===== config.mk =====
export PLATFORM = sky130hd
export DESIGN_NAME = cpt_timer
export DESIGN_NICKNAME = d
export VERILOG_FILES = /design/src/cpt_pkg.sv /design/src/cpt_tick_gen.sv /design/src/cpt_timer.sv
export SDC_FILE = /design/constraint.sdc
export NUM_CORES = 1
export LEC_CHECK = 0
export BUFFER_PORTS_ARGS = -buffer_cell sky130_fd_sc_hd__buf_2
export CAP_MARGIN = 20
export CORE_MARGIN = 2
export CORE_UTILIZATION = 40
export DETAILED_ROUTE_END_ITERATION = 10
export RECOVER_POWER = 50
export SLEW_MARGIN = 20
export SYNTH_ARGS = -nofsm -noshare
export SYNTH_HDL_FRONTEND = slang
export SYNTH_SLANG_ARGS = --single-unit

===== constraint.sdc =====
create_clock -name ref_clk_i -period 4.8 [get_ports ref_clk_i]
set_clock_uncertainty 0.05 [all_clocks]
set_input_delay 0.96 -clock ref_clk_i [delete_from_list [all_inputs] [get_ports ref_clk_i]]
set_output_delay 0.96 -clock ref_clk_i [all_outputs]
set_load 0.01 [all_outputs]

===== src/cpt_pkg.sv =====
/*
  Constants for the compact timer: register offsets, field positions,
  reset values, mode and pin-action encodings and clock-source codes.
  Assumes a 32-bit APB register bus with byte addresses.
*/
`default_nettype none

package cpt_pkg;

  // =====================================================================
  // register map (byte addresses)
  // =====================================================================
  localparam logic [11:0] CPT_OFS_CTRL0 = 12'h000;
  localparam logic [11:0] CPT_OFS_CTRL1 = 12'h004;
  localparam logic [11:0] CPT_OFS_COUNT = 12'h008;
  localparam logic [11:0] CPT_OFS_CMPA  = 12'h00C;
  localparam logic [11:0] CPT_OFS_FLAGS = 12'h010;

  // =====================================================================
  // timer_control_zero fields
  // =====================================================================
  localparam int CPT_C0_PRD_LSB = 0;
  localparam int CPT_C0_RUN_BIT = 3;
  localparam int CPT_C0_SEL_LSB = 4;

  // =====================================================================
  // timer_control_one fields
  // =====================================================================
  localparam int CPT_C1_CLR_BIT  = 0;
  localparam int CPT_C1_SWAP_BIT = 1;
  localparam int CPT_C1_INV_BIT  = 2;
  localparam int CPT_C1_INIT_BIT = 3;
  localparam int CPT_C1_ACT_LSB  = 4;
  localparam int CPT_C1_MODE_LSB = 6;

  // flags register fields
  localparam int CPT_FL_A_BIT = 0;
  localparam int CPT_FL_P_BIT = 1;

  // =====================================================================
  // reset values
  // =====================================================================
  localparam logic [6:0] CPT_RST_CTRL0 = 7'h00;
  localparam logic [7:0] CPT_RST_CTRL1 = 8'h00;
  localparam logic [9:0] CPT_RST_CMPA  = 10'h000;

  // =====================================================================
  // encodings
  // =====================================================================
  localparam logic [1:0] CPT_MODE_CMP   = 2'h0;
  localparam logic [1:0] CPT_MODE_UNDEF = 2'h1;
  localparam logic [1:0] CPT_MODE_PWM   = 2'h2;
  localparam logic [1:0] CPT_MODE_TMR   = 2'h3;

  localparam logic [1:0] CPT_ACT_NONE   = 2'h0;
  localparam logic [1:0] CPT_ACT_LOW    = 2'h1;
  localparam logic [1:0] CPT_ACT_HIGH   = 2'h2;
  localparam logic [1:0] CPT_ACT_TOGGLE = 2'h3;

  localparam logic [1:0] CPT_PWM_INACT  = 2'h0;
  localparam logic [1:0] CPT_PWM_ACT    = 2'h1;
  localparam logic [1:0] CPT_PWM_WAVE   = 2'h2;

  localparam logic [2:0] CPT_SEL_DIV4   = 3'h0;
  localparam logic [2:0] CPT_SEL_DIV1   = 3'h1;
  localparam logic [2:0] CPT_SEL_DIV16  = 3'h2;
  localparam logic [2:0] CPT_SEL_DIV64  = 3'h3;
  localparam logic [2:0] CPT_SEL_SUB_A  = 3'h4;
  localparam logic [2:0] CPT_SEL_SUB_B  = 3'h5;

  // largest 10-bit count and full 10-bit span
  localparam logic [9:0]  CPT_CNT_MAX   = 10'h3FF;
  localparam logic [10:0] CPT_FULL_SPAN = 11'h400;

endpackage

`default_nettype wire


===== src/cpt_tick_gen.sv =====
/*
  Timer clock tick generator: a free-running prescaler on the bus clock
  and a synchronised, edge-detected slow sub clock from a pin.
  Assumes the sub clock is much slower than ref_clk_i.
*/
`timescale 1ns/1ps
`default_nettype none

module cpt_tick_gen
  import cpt_pkg::*;
(
  input  wire logic       ref_clk_i,
  input  wire logic       arst_n_i,
  input  wire logic [2:0] clk_sel_i,
  input  wire logic       sub_clk_i,
  output logic            tick_o
);

  // =====================================================================
  // prescaler and synchroniser
  // =====================================================================
  logic [5:0] div_ff;
  logic [5:0] nxt_div;
  logic       sub_meta_ff;
  logic       sub_sync_ff;
  logic       sub_prev_ff;
  logic       tick_ff;
  logic       nxt_tick;

  always_comb begin
    nxt_div = div_ff + 6'h01;
    unique case (clk_sel_i)
      CPT_SEL_DIV4:  nxt_tick = (div_ff[1:0] == 2'h3);
      CPT_SEL_DIV1:  nxt_tick = 1'b1;
      CPT_SEL_DIV16: nxt_tick = (div_ff[3:0] == 4'hF);
      CPT_SEL_DIV64: nxt_tick = (div_ff == 6'h3F);
      CPT_SEL_SUB_A,
      CPT_SEL_SUB_B: nxt_tick = sub_sync_ff & ~sub_prev_ff;
      // reserved selections give no tick at all
      default:       nxt_tick = 1'b0;
    endcase
  end

  always_ff @(posedge ref_clk_i or negedge arst_n_i) begin
    if (!arst_n_i) begin
      div_ff      <= 6'h00;
      sub_meta_ff <= 1'b0;
      sub_sync_ff <= 1'b0;
      sub_prev_ff <= 1'b0;
      tick_ff     <= 1'b0;
    end else begin
      div_ff      <= nxt_div;
      sub_meta_ff <= sub_clk_i;
      sub_sync_ff <= sub_meta_ff;
      sub_prev_ff <= sub_sync_ff;
      tick_ff     <= nxt_tick;
    end
  end

  assign tick_o = tick_ff;

endmodule

`default_nettype wire


===== src/cpt_timer.sv =====
/*
  Compact 10-bit timer with compare-match, timer/counter and edge-aligned
  PWM modes, two comparators, sticky match flags and one output pin,
  programmed over an APB slave.
  Assumes a single clock ref_clk_i and an APB3 master on the same clock.
*/
// Implementation choices: the register addresses and the APB slave port.
// Contract
// - mode field: 00 compare, 10 PWM, 11 timer, 01 undefined
// - compare mode, clear select low: clear on P match or overflow
// - clear select low: both A and P flags raised on matches
// - clear select high: clear on A match, only A flag raised
// - clear select high, A value zero: run to 3FF, no A flag
// - compare mode: only A matches change the pin
// - A match drives pin high, low, toggles, or leaves it
// - compare mode: run bit rising loads pin with initial level
// - timer mode counts like compare mode but leaves pin undriven
// - PWM mode ignores clear select; swap bit governs clearing
// - swap zero: P sets period value*128 or 1024, A sets duty
// - swap one: A sets period, P sets duty value*128 or 1024
// - duty at or above period gives full active level
// - PWM mode raises A and P flags on every match
// - initial level bit picks active level; action passes or forces
// - forced pin in PWM keeps counter and flags running
// - invert bit inverts the pin waveform
// - run rising clears counter, run falling freezes it
// - period value compared to counter bits 9 to 7
// - compare pin action: 00 none, 01 low, 10 high, 11 toggle
`timescale 1ns/1ps
`default_nettype none

module cpt_timer
  import cpt_pkg::*;
(
  input  wire logic        ref_clk_i,
  input  wire logic        arst_n_i,
  input  wire logic        psel_i,
  input  wire logic        penable_i,
  input  wire logic        pwrite_i,
  input  wire logic [11:0] paddr_i,
  input  wire logic [31:0] pwdata_i,
  output logic      [31:0] prdata_o,
  output logic             pready_o,
  output logic             pslverr_o,
  input  wire logic        sub_clk_i,
  output logic             pin_o,
  output logic             pin_oe_n_o,
  output logic             match_a_flag_o,
  output logic             match_p_flag_o
);

  // =====================================================================
  // register state
  // =====================================================================
  logic [6:0]  ctrl0_ff;
  logic [7:0]  ctrl1_ff;
  logic [9:0]  cmpa_ff;
  logic        fla_ff;
  logic        flp_ff;
  logic [6:0]  nxt_ctrl0;
  logic [7:0]  nxt_ctrl1;
  logic [9:0]  nxt_cmpa;
  logic        nxt_fla;
  logic        nxt_flp;
  logic [31:0] prdata_ff;
  logic [31:0] nxt_prdata;
  logic        pready_ff;
  logic        pslverr_ff;
  logic        nxt_slverr;
  logic        wr_en;
  logic        hit;

  logic [2:0]  prd;
  logic        run;
  logic [2:0]  clk_sel;
  logic [1:0]  mode;
  logic [1:0]  act;
  logic        init_lvl;
  logic        inv;
  logic        swap;
  logic        clr_sel;

  assign prd      = ctrl0_ff[CPT_C0_PRD_LSB +: 3];
  assign run      = ctrl0_ff[CPT_C0_RUN_BIT];
  assign clk_sel  = ctrl0_ff[CPT_C0_SEL_LSB +: 3];
  assign mode     = ctrl1_ff[CPT_C1_MODE_LSB +: 2];
  assign act      = ctrl1_ff[CPT_C1_ACT_LSB +: 2];
  assign init_lvl = ctrl1_ff[CPT_C1_INIT_BIT];
  assign inv      = ctrl1_ff[CPT_C1_INV_BIT];
  assign swap     = ctrl1_ff[CPT_C1_SWAP_BIT];
  assign clr_sel  = ctrl1_ff[CPT_C1_CLR_BIT];

  // =====================================================================
  // counter state
  // =====================================================================
  logic [9:0]  cnt_ff;
  logic [9:0]  nxt_cnt;
  logic        run_prev_ff;
  logic        st_ff;
  logic        nxt_st;
  logic        pin_ff;
  logic        nxt_pin;
  logic        oe_n_ff;
  logic        nxt_oe_n;
  logic        tick;
  logic [9:0]  cnt_plus;
  logic        running;
  logic        run_rise;
  logic        raw_a;
  logic        raw_p;
  logic        ev_a;
  logic        ev_p;
  logic        set_a;
  logic        set_p;
  logic        clr;
  logic        is_pwm;
  logic [10:0] duty_len;
  logic        pwm_on;
  logic        pwm_lvl;

  cpt_tick_gen u_tick (
    .ref_clk_i (ref_clk_i),
    .arst_n_i  (arst_n_i),
    .clk_sel_i (clk_sel),
    .sub_clk_i (sub_clk_i),
    .tick_o    (tick)
  );

  // =====================================================================
  // APB slave: data latched at setup, answered in the first access cycle
  // =====================================================================
  assign wr_en = psel_i & penable_i & pready_ff & pwrite_i & ~pslverr_ff;
  assign hit   = (paddr_i == CPT_OFS_CTRL0) | (paddr_i == CPT_OFS_CTRL1) |
                 (paddr_i == CPT_OFS_COUNT) | (paddr_i == CPT_OFS_CMPA)  |
                 (paddr_i == CPT_OFS_FLAGS);

  always_comb begin
    nxt_ctrl0  = ctrl0_ff;
    nxt_ctrl1  = ctrl1_ff;
    nxt_cmpa   = cmpa_ff;
    nxt_prdata = 32'h0000_0000;
    nxt_slverr = 1'b0;
    if (psel_i && !penable_i) begin
      nxt_slverr = ~hit;
      unique case (paddr_i)
        CPT_OFS_CTRL0: nxt_prdata = {25'h0000000, ctrl0_ff};
        CPT_OFS_CTRL1: nxt_prdata = {24'h000000, ctrl1_ff};
        CPT_OFS_COUNT: nxt_prdata = {22'h000000, cnt_ff};
        CPT_OFS_CMPA:  nxt_prdata = {22'h000000, cmpa_ff};
        CPT_OFS_FLAGS: nxt_prdata = {30'h00000000, flp_ff, fla_ff};
        default:       nxt_prdata = 32'h0000_0000;
      endcase
    end
    if (wr_en) begin
      unique case (paddr_i)
        CPT_OFS_CTRL0: nxt_ctrl0 = pwdata_i[6:0];
        CPT_OFS_CTRL1: nxt_ctrl1 = pwdata_i[7:0];
        CPT_OFS_CMPA:  nxt_cmpa  = pwdata_i[9:0];
        default:       nxt_cmpa  = cmpa_ff;
      endcase
    end
  end

  always_ff @(posedge ref_clk_i or negedge arst_n_i) begin
    if (!arst_n_i) begin
      ctrl0_ff   <= CPT_RST_CTRL0;
      ctrl1_ff   <= CPT_RST_CTRL1;
      cmpa_ff    <= CPT_RST_CMPA;
      prdata_ff  <= 32'h0000_0000;
      pready_ff  <= 1'b0;
      pslverr_ff <= 1'b0;
    end else begin
      ctrl0_ff   <= nxt_ctrl0;
      ctrl1_ff   <= nxt_ctrl1;
      cmpa_ff    <= nxt_cmpa;
      prdata_ff  <= nxt_prdata;
      pready_ff  <= psel_i & ~penable_i;
      pslverr_ff <= nxt_slverr;
    end
  end

  // =====================================================================
  // comparators and counter
  // =====================================================================
  assign is_pwm   = (mode == CPT_MODE_PWM);
  assign running  = run & run_prev_ff;
  assign run_rise = run & ~run_prev_ff;
  assign cnt_plus = cnt_ff + 10'h001;
  // period value against top three bits
  assign raw_p = (prd != 3'h0) && (cnt_plus[9:7] == prd) &&
                 (cnt_plus[6:0] == 7'h00);
  // zero A value never matches with clear select high outside PWM
  assign raw_a = (cnt_plus == cmpa_ff) &&
                 !(!is_pwm && clr_sel && cmpa_ff == 10'h000);
  assign ev_a  = tick & running & raw_a;
  assign ev_p  = tick & running & raw_p;

  always_comb begin
    // PWM clearing chosen by swap bit only
    if (is_pwm) begin
      clr = swap ? ev_a : ev_p;
    end else begin
      // clear source in compare and timer modes
      clr = clr_sel ? ev_a : ev_p;
    end
    if (run_rise) begin
      nxt_cnt = 10'h000;
    end else if (!running || !tick) begin
      nxt_cnt = cnt_ff;
    end else if (clr) begin
      nxt_cnt = 10'h000;
    end else begin
      nxt_cnt = cnt_plus;
    end
  end

  // =====================================================================
  // match flags: write one to clear, a new match wins over the clear
  // =====================================================================
  // both flags; no P flag with clear select high outside PWM
  assign set_a = ev_a;
  assign set_p = ev_p & (is_pwm | ~clr_sel);

  always_comb begin
    nxt_fla = fla_ff;
    nxt_flp = flp_ff;
    if (wr_en && paddr_i == CPT_OFS_FLAGS) begin
      nxt_fla = fla_ff & ~pwdata_i[CPT_FL_A_BIT];
      nxt_flp = flp_ff & ~pwdata_i[CPT_FL_P_BIT];
    end
    // flag one cycle after the match
    if (set_a) begin
      nxt_fla = 1'b1;
    end
    if (set_p) begin
      nxt_flp = 1'b1;
    end
  end

  // =====================================================================
  // output pin
  // =====================================================================
  always_comb begin
    // duty length from the swap bit
    if (!swap) begin
      duty_len = {1'b0, cmpa_ff};
    end else if (prd == 3'h0) begin
      duty_len = CPT_FULL_SPAN;
    end else begin
      duty_len = {1'b0, prd, 7'h00};
    end
    // active from clear until duty reached
    pwm_on = ({1'b0, nxt_cnt} < duty_len);
    unique case (act)
      CPT_PWM_ACT:  pwm_lvl = init_lvl;
      CPT_PWM_WAVE: pwm_lvl = pwm_on ? init_lvl : ~init_lvl;
      default:      pwm_lvl = ~init_lvl;
    endcase
    nxt_st = st_ff;
    if (run_rise) begin
      nxt_st = init_lvl;
    end else if (mode == CPT_MODE_CMP && ev_a) begin
      // only A matches act on the pin
      unique case (act)
        CPT_ACT_LOW:    nxt_st = 1'b0;
        CPT_ACT_HIGH:   nxt_st = 1'b1;
        CPT_ACT_TOGGLE: nxt_st = ~st_ff;
        CPT_ACT_NONE:   nxt_st = st_ff;
      endcase
    end
    // timer and undefined modes leave the pin free
    nxt_oe_n = ~(is_pwm | (mode == CPT_MODE_CMP));
    if (nxt_oe_n) begin
      nxt_pin = 1'b0;
    end else begin
      nxt_pin = (is_pwm ? pwm_lvl : nxt_st) ^ inv;
    end
  end

  always_ff @(posedge ref_clk_i or negedge arst_n_i) begin
    if (!arst_n_i) begin
      cnt_ff      <= 10'h000;
      run_prev_ff <= 1'b0;
      fla_ff      <= 1'b0;
      flp_ff      <= 1'b0;
      st_ff       <= 1'b0;
      pin_ff      <= 1'b0;
      oe_n_ff     <= 1'b1;
    end else begin
      cnt_ff      <= nxt_cnt;
      run_prev_ff <= run;
      fla_ff      <= nxt_fla;
      flp_ff      <= nxt_flp;
      st_ff       <= nxt_st;
      pin_ff      <= nxt_pin;
      oe_n_ff     <= nxt_oe_n;
    end
  end

  assign prdata_o       = prdata_ff;
  assign pready_o       = pready_ff;
  assign pslverr_o      = pslverr_ff;
  assign pin_o          = pin_ff;
  assign pin_oe_n_o     = oe_n_ff;
  assign match_a_flag_o = fla_ff;
  assign match_p_flag_o = flp_ff;

  // =====================================================================
  // checks
  // =====================================================================
  a_flag_a_set: assert property (
    @(posedge ref_clk_i) disable iff (!arst_n_i)
    ev_a |=> match_a_flag_o)
    else $error("A match did not raise the A flag");

  a_no_p_flag: assert property (
    @(posedge ref_clk_i) disable iff (!arst_n_i)
    $rose(match_p_flag_o) |-> $past(is_pwm) || !$past(clr_sel))
    else $error("P flag raised while A clears the counter");

  a_run_clears: assert property (
    @(posedge ref_clk_i) disable iff (!arst_n_i)
    run && !run_prev_ff |=> cnt_ff == 10'h000)
    else $error("counter not cleared on run rise");

  a_run_freeze: assert property (
    @(posedge ref_clk_i) disable iff (!arst_n_i)
    !run ##1 !run |=> $stable(cnt_ff))
    else $error("counter moved while stopped");

  a_count_step: assert property (
    @(posedge ref_clk_i) disable iff (!arst_n_i)
    running && tick && !clr && run |=> cnt_ff == $past(cnt_ff) + 10'h001)
    else $error("counter did not step by one");

  a_clear_on_a: assert property (
    @(posedge ref_clk_i) disable iff (!arst_n_i)
    !is_pwm && clr_sel && ev_a && run |=> cnt_ff == 10'h000)
    else $error("A match did not clear the counter");

  a_timer_free: assert property (
    @(posedge ref_clk_i) disable iff (!arst_n_i)
    mode == CPT_MODE_TMR |=> pin_oe_n_o)
    else $error("pin driven in timer mode");

  a_cmp_pin_hold: assert property (
    @(posedge ref_clk_i) disable iff (!arst_n_i)
    mode == CPT_MODE_CMP ##1 mode == CPT_MODE_CMP && !ev_a && !run_rise
    && $stable(inv) |=> $stable(pin_o))
    else $error("pin changed without an A match");

  a_pwm_forced: assert property (
    @(posedge ref_clk_i) disable iff (!arst_n_i)
    is_pwm && act == CPT_PWM_ACT |=> pin_o == $past(init_lvl ^ inv))
    else $error("forced active level not on pin");

  a_pwm_full: assert property (
    @(posedge ref_clk_i) disable iff (!arst_n_i)
    is_pwm && swap && act == CPT_PWM_WAVE && prd == 3'h0 && !inv
    |=> pin_o == $past(init_lvl))
    else $error("full duty did not hold active level");

endmodule

`default_nettype wire


==> out/qor.yml, run 1 <==
status: "complete, but fails checks"
violations: "max-capacitance violations, max-slew violations"
cts_buffers: 9
grt_max_degree: 34
io_buffer_count: 43
rr_worst_depth: 20
grt_usage: 0.2088
place_inst: 583
ys_warn_count: 0
max_freq_mhz: 215.8
max-slew-margin-rel: -0.1552
power_density_nw_per_um2: 229.9
p_int_uw: 843.0
grt_pass1_wl_um: 16480
p_leak_uw: 0.002239
path_class: "reg2reg"
ys_seq_area_frac: 0.4086
synth_top_area_cell: "dfrtp_1"
drive_gt1_frac: 0.3256
diodes: 0
min_period_ns: 4.634
final_util: 0.5173
synth_edf_count: 0
drc: 0
ys_top_cells_by_area: "dfrtp_1, mux2_2, buf_4, ha_1, nand2_1"
required_ns: 4.98
die_y_um: 102.3
hold_viol: 0
cts_htree_levels: 3
syn_area_sq_um: 3861
vias_per_cell: 5.433
dieArea_sq_um: 10460
fin_hold_ws_ns: 0.3105
coreArea_sq_um: 9284
final_common_cell: "dfrtp_1"
sequentialPowerShare: 0.483
end_kind: "flop"
rsz0062_at_grt: "yes"
switching_share: 0.2364
worst_setup_path_start_kind: "flop"
maxCapViolCount: 2
synthArstFlopShare: 1.000
mostFrequentLayoutCells: "dfrtp_1, buf_2, buf_4"
rows: 35
tightestPinTransition_ns: 1.733
io_pins: 88
cts_buffer_depth: 2
fin_crit_sh: 0.9654
power_uw: 1104
stdcell_area_sq_um: 4802
gp_congestion: 0.9270
postRouteWirelength_um: 10340
fillCellCount: 855
yosysTopAreaCellShare: 0.4018
ys_ff_latch: 63
clock_latency_ns: 0.35
grt_pass1_vias: 3148
synth_flop_cell: "dfrtp_1"
netlist_instances: 396
start_util: 0.4159
ctsRootBufferMaster: "clkbuf_8"
firstDrtPassIters: 5
cp.arrival_ns: 4.82
dieWidth_um: 102.3
drtIter0Drc: 298
min_path_cells: 0
p_switching_uw: 261.1
place_hpwl_um: 7811
combPwrFrac: 0.038
hold_path.class: "reg2reg"
ant_nets: 0
vdd.ir_drop.worst_uv: 206.2
cts_tree: "yes"
pwr-share-clk: 0.479
final_nets: 535
cp_max_fo: 6
path_clk_slew_ns: 0.08
antenna_found_initial: 0
cts.sinks: 63
final_cells: 605
area_growth_syn_to_layout_pct: 24.37
setup_violations: 0
num_vias: 3287
syn_avg_cell_area_sq_um: 9.751
finalMaxSlewViolations: 66
wl_per_cell_um: 17.08
placed_cell_area_sq_um: 4325
synth.distinct_cells: 58
grt_overflow_total: 0
final timing paths:
| kind | start | slack [ns] | endpoint |
|---|---|---|---|
| max | cnt_ff[1]$_DFF_PN0_ | 0.17 | pin_o$_DFF_PN0_ |
| min | u_tick.sub_meta_ff$_DFF_PN0_ | 0.31 | u_tick.sub_sync_ff$_DFF_PN0_ |
| max reg2reg | cnt_ff[1]$_DFF_PN0_ | 0.17 | pin_o$_DFF_PN0_ |
| min reg2reg | u_tick.sub_meta_ff$_DFF_PN0_ | 0.31 | u_tick.sub_sync_ff$_DFF_PN0_ |
| max in group asynchronous | arst_n_i | 1.31 | cnt_ff[2]$_DFF_PN0_ |
| min in group asynchronous | arst_n_i | 0.95 | u_tick.sub_prev_ff$_DFF_PN0_ |
sequential cells by signal (all words and copies together) (netlist names), 6 cells and up:
signal	flops
ctrl1_ff	8
cnt_ff	10
cmpa_ff	10
prdata_o	10
ctrl0_ff	7
u_tick.div_ff	6
timing repair:
action                                  in CTS  in global routing
gates resized for setup                      4                 38
endpoints found under the setup margin       1                  1
pin swaps                                    0                 22
hold buffers                                 0                  0
buffers inserted                             0                  6
stage by stage:
stage          TNS [ns]  setup slack [ns]
2_1_floorplan         0           0.01977
3_3_place_gp   -0.01803          -0.01803
3_5_place_dp    -0.1701           -0.1701
4_1_cts               0          0.003031
5_1_grt        -0.02607          -0.02607
6_report              0            0.1661
Yosys cell counts, types with 2 or more instances:
library cell / instances
nor3b_1: 5
dfrtp_1: 62
nor3_1: 12
a31oi_1: 3
xor2_1: 6
buf_2: 5
nand3_1: 11
mux2_2: 24
nor2_1: 30
or3_1: 4
o21ai_1: 2
nand2_1: 30
a222oi_1: 4
o21a_1: 2
a211o_1: 3
ha_1: 14
o21ai_0: 20
or4_1: 2
and3_1: 5
a21oi_1: 13
nand2b_1: 9
and4_1: 3
a21o_1: 7
nand4_1: 9
nor4_1: 6
nand3_2: 2
a221oi_1: 6
o22ai_1: 2
clkbuf_1: 10
and2_1: 2
nor2b_1: 3
xnor2_1: 9
mux2i_1: 11
buf_4: 24
a2bb2oi_1: 2
inv_1: 12
cell type report:
class                   instances  area [sq um]  share of cell area
well taps                     129         161.4             0.03361
clock inverters                 7         103.9             0.02163
repair buffers                 83         520.5              0.1084
clock buffers                   9         123.9             0.02579
inverters                      12         45.04            0.009380
multi-input cells             302          2268              0.4724
flip-flops and latches         63          1579              0.3288
per-layer routing:
metal | global-route usage | part of all wire | vias up
li1 | - | - | 1546
met1 | 0.2991 | 0.46 | 1599
met2 | 0.3178 | 0.46 | 123
met3 | 0.04036 | 0.065 | 19
met4 | 0.07077 | 0.022 | 0
met5 | 0 | 0 | -
cell families (layout without fill, tap and decap cells):
family,Yosys count,count (layout),synth area share
simple gates,138,138,0.1905
compound gates,75,75,0.1316
flops,63,63,0.4086
buf+inv,52,111,0.07550
mux,36,36,0.1014
xor+xnor,17,17,0.04601
fa+ha+maj,14,14,0.04537
other cells,1,22,0.0009712
power groups by stage:
stage | Clock [uW] | Combinational, uW | Sequential [uW]
4_1_cts | 538 | 43.4 | 534
5_1_grt | 560 | 48.4 | 534
6_report | 528 | 42.2 | 534
2_1_floorplan | 0 | 28.3 | 544
3_3_place_gp | 0 | 42.6 | 544
3_5_place_dp | 0 | 43.2 | 544
worst max-delay path, cell delays in order, from the launching register on:
cell	delay (ns)
dfrtp_1	0.42
ha_4	0.19
and4_4	0.22
and4_1	0.20
nor2_1	0.05
or4_4	0.52
nor4b_4	0.40
o21ai_2	0.14
nand2_2	0.16
nor2_2	0.05
a211o_1	0.33
ha_4	0.30
nand3_2	0.06
nand2_2	0.07
a21oi_2	0.05
o21a_1	0.21
buf_6	0.13
a221oi_4	0.26
o41ai_2	0.12
a221oi_2	0.26
mux2_4	0.33
(Power assumes the default switching activity.)
==> inputs of run 2 (changes only) <==
CAP_MARGIN = default   (was 20)
PLACE_DENSITY = 0.72   (was default)
==> run 2 against run 1 <==
Against the previous run:
- the flow still finishes with violations (max-capacitance violations, max-slew violations)
- sequential share of layout area increased by 0.67 points
- final cell count fell by 0.50%
- largest cell class unchanged
- global-route usage hardly changed
- die area unchanged
- critical endpoint unchanged
- first-iteration DRC count up 2.3%
- register-to-register slack worse by 0.02 ns
- cell area down 2.1%
- critical path type unchanged
- setup slack lost 0.025 ns
- non-clock buffer count shrank 3
- largest power group is now clock
==> out/qor.yml, run 2 (synthesis results as in run 1) <==
worst-path-buf-inv: 1  # unchanged
grt_usage: 0.2093  # +0.0004865
grt_pass1_vias: 3210  # +2.0%
num_vias: 3367  # +2.4%
io_pins: 88  # unchanged
grt_pass1_wl_um: 16500  # about the same
min_period_ns: 4.658  # +0.02463 ns
status: "complete, but fails checks"
cp_max_fo: 7  # +1
maxCapViolCount: 1  # -1
final_common_cell: "dfrtp_1"
cts_buffer_depth: 2  # unchanged
hold_buffers: 0  # unchanged
path_clk_slew_ns: 0.08  # about the same
final_nets: 532  # -0.56%
max_freq_mhz: 214.7  # -0.53%
mostFrequentLayoutCells: "dfrtp_1, buf_2, buf_4"
start_util: 0.4159  # unchanged
vdd.ir_drop.worst_uv: 134.9  # -35%
rows: 35  # unchanged
area_growth_syn_to_layout_pct: 21.78
cpPeakStageDelay_ns: 0.52  # about the same
worst_setup_path_start_kind: "flop"
coreArea_sq_um: 9284  # unchanged
required_ns: 4.99  # about the same
dieArea_sq_um: 10460  # unchanged
firstDrtPassIters: 7  # +2
timing.setup.tns_ns: 0  # unchanged
antenna_found_initial: 0  # unchanged
hold_path.class: "reg2reg"
final_util: 0.5065  # -0.01078
violations: "max-capacitance violations, max-slew violations"
postRouteWirelength_um: 10420  # +0.80%
tightestPinTransition_ns: 2.134  # +0.4013 ns
postLayoutSetupSlackWorst_ns: 0.1415  # -0.02464 ns
drtIter0Drc: 305  # +2.3%
cts_buffers: 9  # unchanged
p_leak_uw: 0.002252  # +0.57%
slowest_stage: "or4_4"
finalMaxSlewViolations: 41  # -38%
ant_nets: 0  # unchanged
clock_latency_ns: 0.35  # about the same
cts.sinks: 63  # unchanged
pre_cts_ws_ns: -0.1533  # +0.01688 ns
io_buffer_count: 43  # unchanged
path_class: "reg2reg"
place_inst: 581  # -0.34%
power_density_nw_per_um2: 248.8  # +8.2%
ctsRootBufferMaster: "clkbuf_8"
hold_viol: 0  # unchanged
cp.arrival_ns: 4.84  # +0.02 ns
fin_crit_sh: 0.9705  # +0.005132
max-slew-margin-rel: -0.4227  # -0.2675
gp_congestion: 0.9724  # +4.9%
grt_max_degree: 41  # +21%
drc: 0  # unchanged
cts_tree: "yes"
final_cells: 602  # -0.50%
end_kind: "flop"
dieWidth_um: 102.3  # unchanged
grt_overflow_total: 0  # unchanged
drive_gt1_frac: 0.3002  # -0.02542
wl_per_cell_um: 17.31  # +1.3%
die_y_um: 102.3  # unchanged
cts_htree_levels: 3  # unchanged
critPathTopFamily: "simple AND/OR/NAND/NOR gates"
place_hpwl_um: 7747  # -0.82%
vias_per_cell: 5.593  # +2.9%
diodes: 0  # unchanged
worstPathCellList: "ha_4, and4_4, and4_1, nor2_1, or4_4, nor4b_4, o21ai_2, nand2_2, nor2_1, a211o_1, ha_4, nand3_1, nand2_1, a21oi_1, o21a_1, buf_4, a221oi_2, o41ai_2, a221oi_2, mux2_4"
setup_violations: 0  # unchanged
[run 2: changes by cell type in the layout (fill, tap and decap cells not counted), sizes merged]
| cell | delta |
|---|---|
| clkbuf | -3 |
| clkinvlp | -2 |
| bufinv | +1 |
| clkinv | +1 |
[run 2: metrics by stage]
step	hold slack, ns	cell area, sq um	total power, uW
after floorplan	0.2812	3940	572.6
after global placement	0.2825	4310	586.3
after detailed placement	0.2911	4310	587.8
after CTS	0.3097	4564	1175
after global routing	0.3122	4702	1208
final	0.3086	4702	1170
[run 2: repair_timing]
item                       CTS  global route
buffers inserted             0             5
pin swaps                    0            13
gates resized for setup      2            20
setup endpoints to repair    1             1
[run 2: final timing paths]
check,startpoint,end,slack [ns],cells after the start
setup / recovery,cnt_ff[1]$_DFF_PN0_,pin_o$_DFF_PN0_,0.14,20
hold / removal,u_tick.sub_meta_ff$_DFF_PN0_,u_tick.sub_sync_ff$_DFF_PN0_,0.31,0
setup reg to reg,cnt_ff[1]$_DFF_PN0_,pin_o$_DFF_PN0_,0.14,20
hold reg to reg,u_tick.sub_meta_ff$_DFF_PN0_,u_tick.sub_sync_ff$_DFF_PN0_,0.31,0
max in group asynchronous,arst_n_i,u_tick.div_ff[1]$_DFF_PN0_,1.24,2
min in group asynchronous,arst_n_i,cnt_ff[4]$_DFF_PN0_,0.85,1
[run 2: where the power goes]
| group | total (uW) | switching [uW] | internal, uW |
|---|---|---|---|
| combinational | 43.0 | 30.7 | 12.3 |
| sequential | 533 | 0.853 | 532 |
| clock | 594 | 241 | 352 |
| total | 1170 | 273 | 897 |
[run 2: per-layer routing]
layer	vias to the layer above	wire, um	global-route usage
met5	-	0	0
met2	192	4805	0.3310
li1	1531	-	-
met1	1615	4532	0.2836
met4	0	250	0.08103
met3	29	831	0.04241
[run 2: area by class of cell]
class | count | area, sq um
tap | 129 | 161.4
clock inverter | 7 | 127.6
fill | 864 | 4582
multi-input combinational | 302 | 2171
timing repair buffer | 80 | 495.5
sequential | 63 | 1578
inverter | 12 | 45.04
clock buffer | 9 | 123.9
==> inputs of run 3 (changes only) <==
CORE_MARGIN = 8   (was 2)
SYNTH_HIERARCHICAL = 1   (was default)
==> run 3 against run 2 <==
Against the previous run:
- the run now ends clean
- largest power group is now sequential cells
- register-to-register slack gained 0.11 ns
- first-iteration DRC count shrank 8.9%
- combinational power increased by 8.6%
- routed wire length up 4.8%
- critical path depth is the same
- synthesized cell count up 8.8%
- setup slack improved by 0.11 ns
- critical path type unchanged
- area after synthesis is 4.6% higher
==> out/qor.yml, run 3 <==
fillCellCount: 946  # +9.5%
start_util: 0.4133  # -0.002564
io_buffer_count: 43  # unchanged
cts.sinks: 63  # unchanged
cts_buffers: 9  # unchanged
ys_warn_count: 6  # +6
ys_top_cells_by_area: "dfrtp_1, mux2_2, buf_4, ha_1, nand2_1"
syn_area_sq_um: 4040  # +4.6%
synth.distinct_cells: 70  # +21%
grt_usage: 0.1637  # -0.04553
finalMaxSlewViolations: 0  # -100%
postRouteWirelength_um: 10920  # +4.8%
drc: 0  # unchanged
ys_ff_latch: 63  # unchanged
synth_flop_cell: "dfrtp_1"
synth_most_common_cell: "dfrtp_1"
ctsRootBufferMaster: "clkbuf_8"
cp_max_fo: 14  # +7
ant_nets: 0  # unchanged
gp_congestion: 0.9388  # -3.5%
drtIter0Drc: 278  # -8.9%
synth_top_area_cell: "dfrtp_1"
hold_viol: 0  # unchanged
grt_max_degree: 43  # +4.9%
antenna_found_initial: 0  # unchanged
min_period_ns: 4.544  # -0.1144 ns
netlist_instances: 431  # +8.8%
final_nets: 552  # +3.8%
die_y_um: 116.5  # +14%
maxCapViolCount: 0  # -1
hold_buffers: 0  # unchanged
worstPathCellList: "nand3_4, xor2_1, a21o_1, a2111o_1, nor4b_2, a31o_2, nor2_2, buf_4, a21oi_1, mux2i_1, ha_1, a21o_1, a21oi_1, o21ai_1, a21o_1, a211oi_2, buf_4, nor3_1, o31ai_1, nand4_1"
cp.arrival_ns: 4.72  # -0.12 ns
cts_htree_levels: 3  # unchanged
critPathTopFamily: "compound AO/OA/AOI/OAI gates"
clock_latency_ns: 0.35  # about the same
hold_path.class: "reg2reg"
final_util: 0.4766  # -0.02989
place_hpwl_um: 8106  # +4.6%
drive_gt1_frac: 0.2677  # -0.03246
end_kind: "flop"
grt_pass1_wl_um: 17310  # +4.9%
rows: 36  # +2.9%
timing.setup.tns_ns: 0  # unchanged
required_ns: 4.98  # about the same
setup_violations: 0  # unchanged
cts_buffer_depth: 2  # unchanged
cts_tree: "yes"
path_class: "reg2reg"
coreArea_sq_um: 9774  # +5.3%
rsz0062_at_grt: "no"
num_vias: 3496  # +3.8%
status: "completed"
vias_per_cell: 5.585  # -0.15%
wl_per_cell_um: 17.44  # +0.79%
cpPeakStageDelay_ns: 0.63  # +0.11 ns
mostFrequentLayoutCells: "dfrtp_1, nand2_1, buf_2"
final_common_cell: "dfrtp_1"
worst-path-buf-inv: 2  # +1
vdd.ir_drop.worst_uv: 179.3  # +33%
dieArea_sq_um: 13570  # +30%
ys_seq_area_frac: 0.3905  # -0.01810
io_pins: 88  # unchanged
worst_setup_path_start_kind: "flop"
firstDrtPassIters: 5  # -2
path_clk_slew_ns: 0.08  # about the same
tightestPinTransition_ns: 1.225  # -0.9088 ns
max_freq_mhz: 220.1  # +2.5%
grt_pass1_vias: 3466  # +8.0%
dieWidth_um: 116.5  # +14%
diodes: 0  # unchanged
yosysTopAreaCellShare: 0.3840  # -0.01779
slowest_stage: "dfrtp_1"
p_leak_uw: 0.002166  # -3.8%
synth_edf_count: 0  # unchanged
syn_avg_cell_area_sq_um: 9.374  # -3.9%
synthArstFlopShare: 1.000  # unchanged
synth_common_cells: "dfrtp_1, nand2_1, o21ai_0"
grt_overflow_total: 0  # unchanged
fin_crit_sh: 0.9467  # -0.02384
cpMostUsedCell: "a21o_1"
area_growth_syn_to_layout_pct: 15.30
power_density_nw_per_um2: 216.8  # -13%
max-slew-margin-rel: 0.1832  # +0.6059
[run 3: timing repair]
action | 4_1_cts | 5_1_grt
setup buffers | 0 | 3
resized for setup | 0 | 12
setup endpoints to repair | 0 | 1
[run 3: final timing paths]
| path | startpoint | to | slack [ns] | depth (start not counted) |
|---|---|---|---|---|
| worst max-delay path | cnt_ff[2]$_DFF_PN0_ | pin_o$_DFF_PN0_ | 0.26 | 20 |
| worst min-delay path | u_tick/sub_meta_ff$_DFF_PN0_ | u_tick/sub_sync_ff$_DFF_PN0_ | 0.31 | 0 |
| worst max register to register | cnt_ff[2]$_DFF_PN0_ | pin_o$_DFF_PN0_ | 0.26 | 20 |
| worst min register to register | u_tick/sub_meta_ff$_DFF_PN0_ | u_tick/sub_sync_ff$_DFF_PN0_ | 0.31 | 0 |
| max in group asynchronous | arst_n_i | pslverr_o$_DFF_PN0_ | 1.33 | 3 |
| min in group asynchronous | arst_n_i | pin_o$_DFF_PN0_ | 0.74 | 1 |
[run 3: cell families after synthesis]
group	share of synthesized area
AO/OA/AOI/OAI	0.1579
XOR/XNOR	0.05420
adder cells (fa/ha/maj)	0.04336
buffers and inverters	0.08454
flip-flops	0.3905
multiplexers	0.08795
other	0.0009282
AND/OR/NAND/NOR	0.1805
[run 3: layout make-up]
class                      instances  area (sq um)  area share
tap                              133         166.4     0.03572
timing repair buffer              73         431.7     0.09267
sequential                        63          1579      0.3390
clock inverter                     6         42.54    0.009132
multi-input combinational        329          2256      0.4843
clock buffer                      10         137.6     0.02955
inverter                          12         45.04    0.009670
[run 3: where the power goes]
part / internal (uW) / switching, uW
Clock: 203 / 226
Sequential: 533 / 1.01
Combinational: 13.5 / 33.2
[run 3: per-stage QoR]
step / instance area, sq um / setup WS [ns] / total power [uW] / std cells / hold WS [ns]
6_report: 4658 / 0.2559 / 1010 / 626 / 0.3085
5_1_grt: 4658 / 0.02743 / 1047 / 626 / 0.3282
4_1_cts: 4579 / 0.1005 / 1022 / 622 / 0.3130
3_5_place_dp: 4399 / 0.1305 / 590.7 / 606 / 0.2865
3_3_place_gp: 4399 / 0.1820 / 589.5 / 606 / 0.2910
2_1_floorplan: 4119 / 0.5937 / 576.1 / 452 / 0.2812
[run 3: worst reg2reg max path, stage by stage, from the launching register on]
cell	delay [ns]
dfrtp_1	0.63
nand3_4	0.26
xor2_1	0.21
a21o_1	0.17
a2111o_1	0.45
nor4b_2	0.27
a31o_2	0.16
nor2_2	0.05
buf_4	0.15
a21oi_1	0.15
mux2i_1	0.12
ha_1	0.32
a21o_1	0.19
a21oi_1	0.15
o21ai_1	0.12
a21o_1	0.21
a211oi_2	0.20
buf_4	0.15
nor3_1	0.04
o31ai_1	0.27
nand4_1	0.11
[run 3: per-layer routing]
metal	vias to the layer above	wire [um]	track usage
met2	143	5271	0.2770
met5	-	0	0
met3	23	833	0.03309
li1	1617	-	-
met1	1713	4584	0.2006
met4	0	230	0.06309
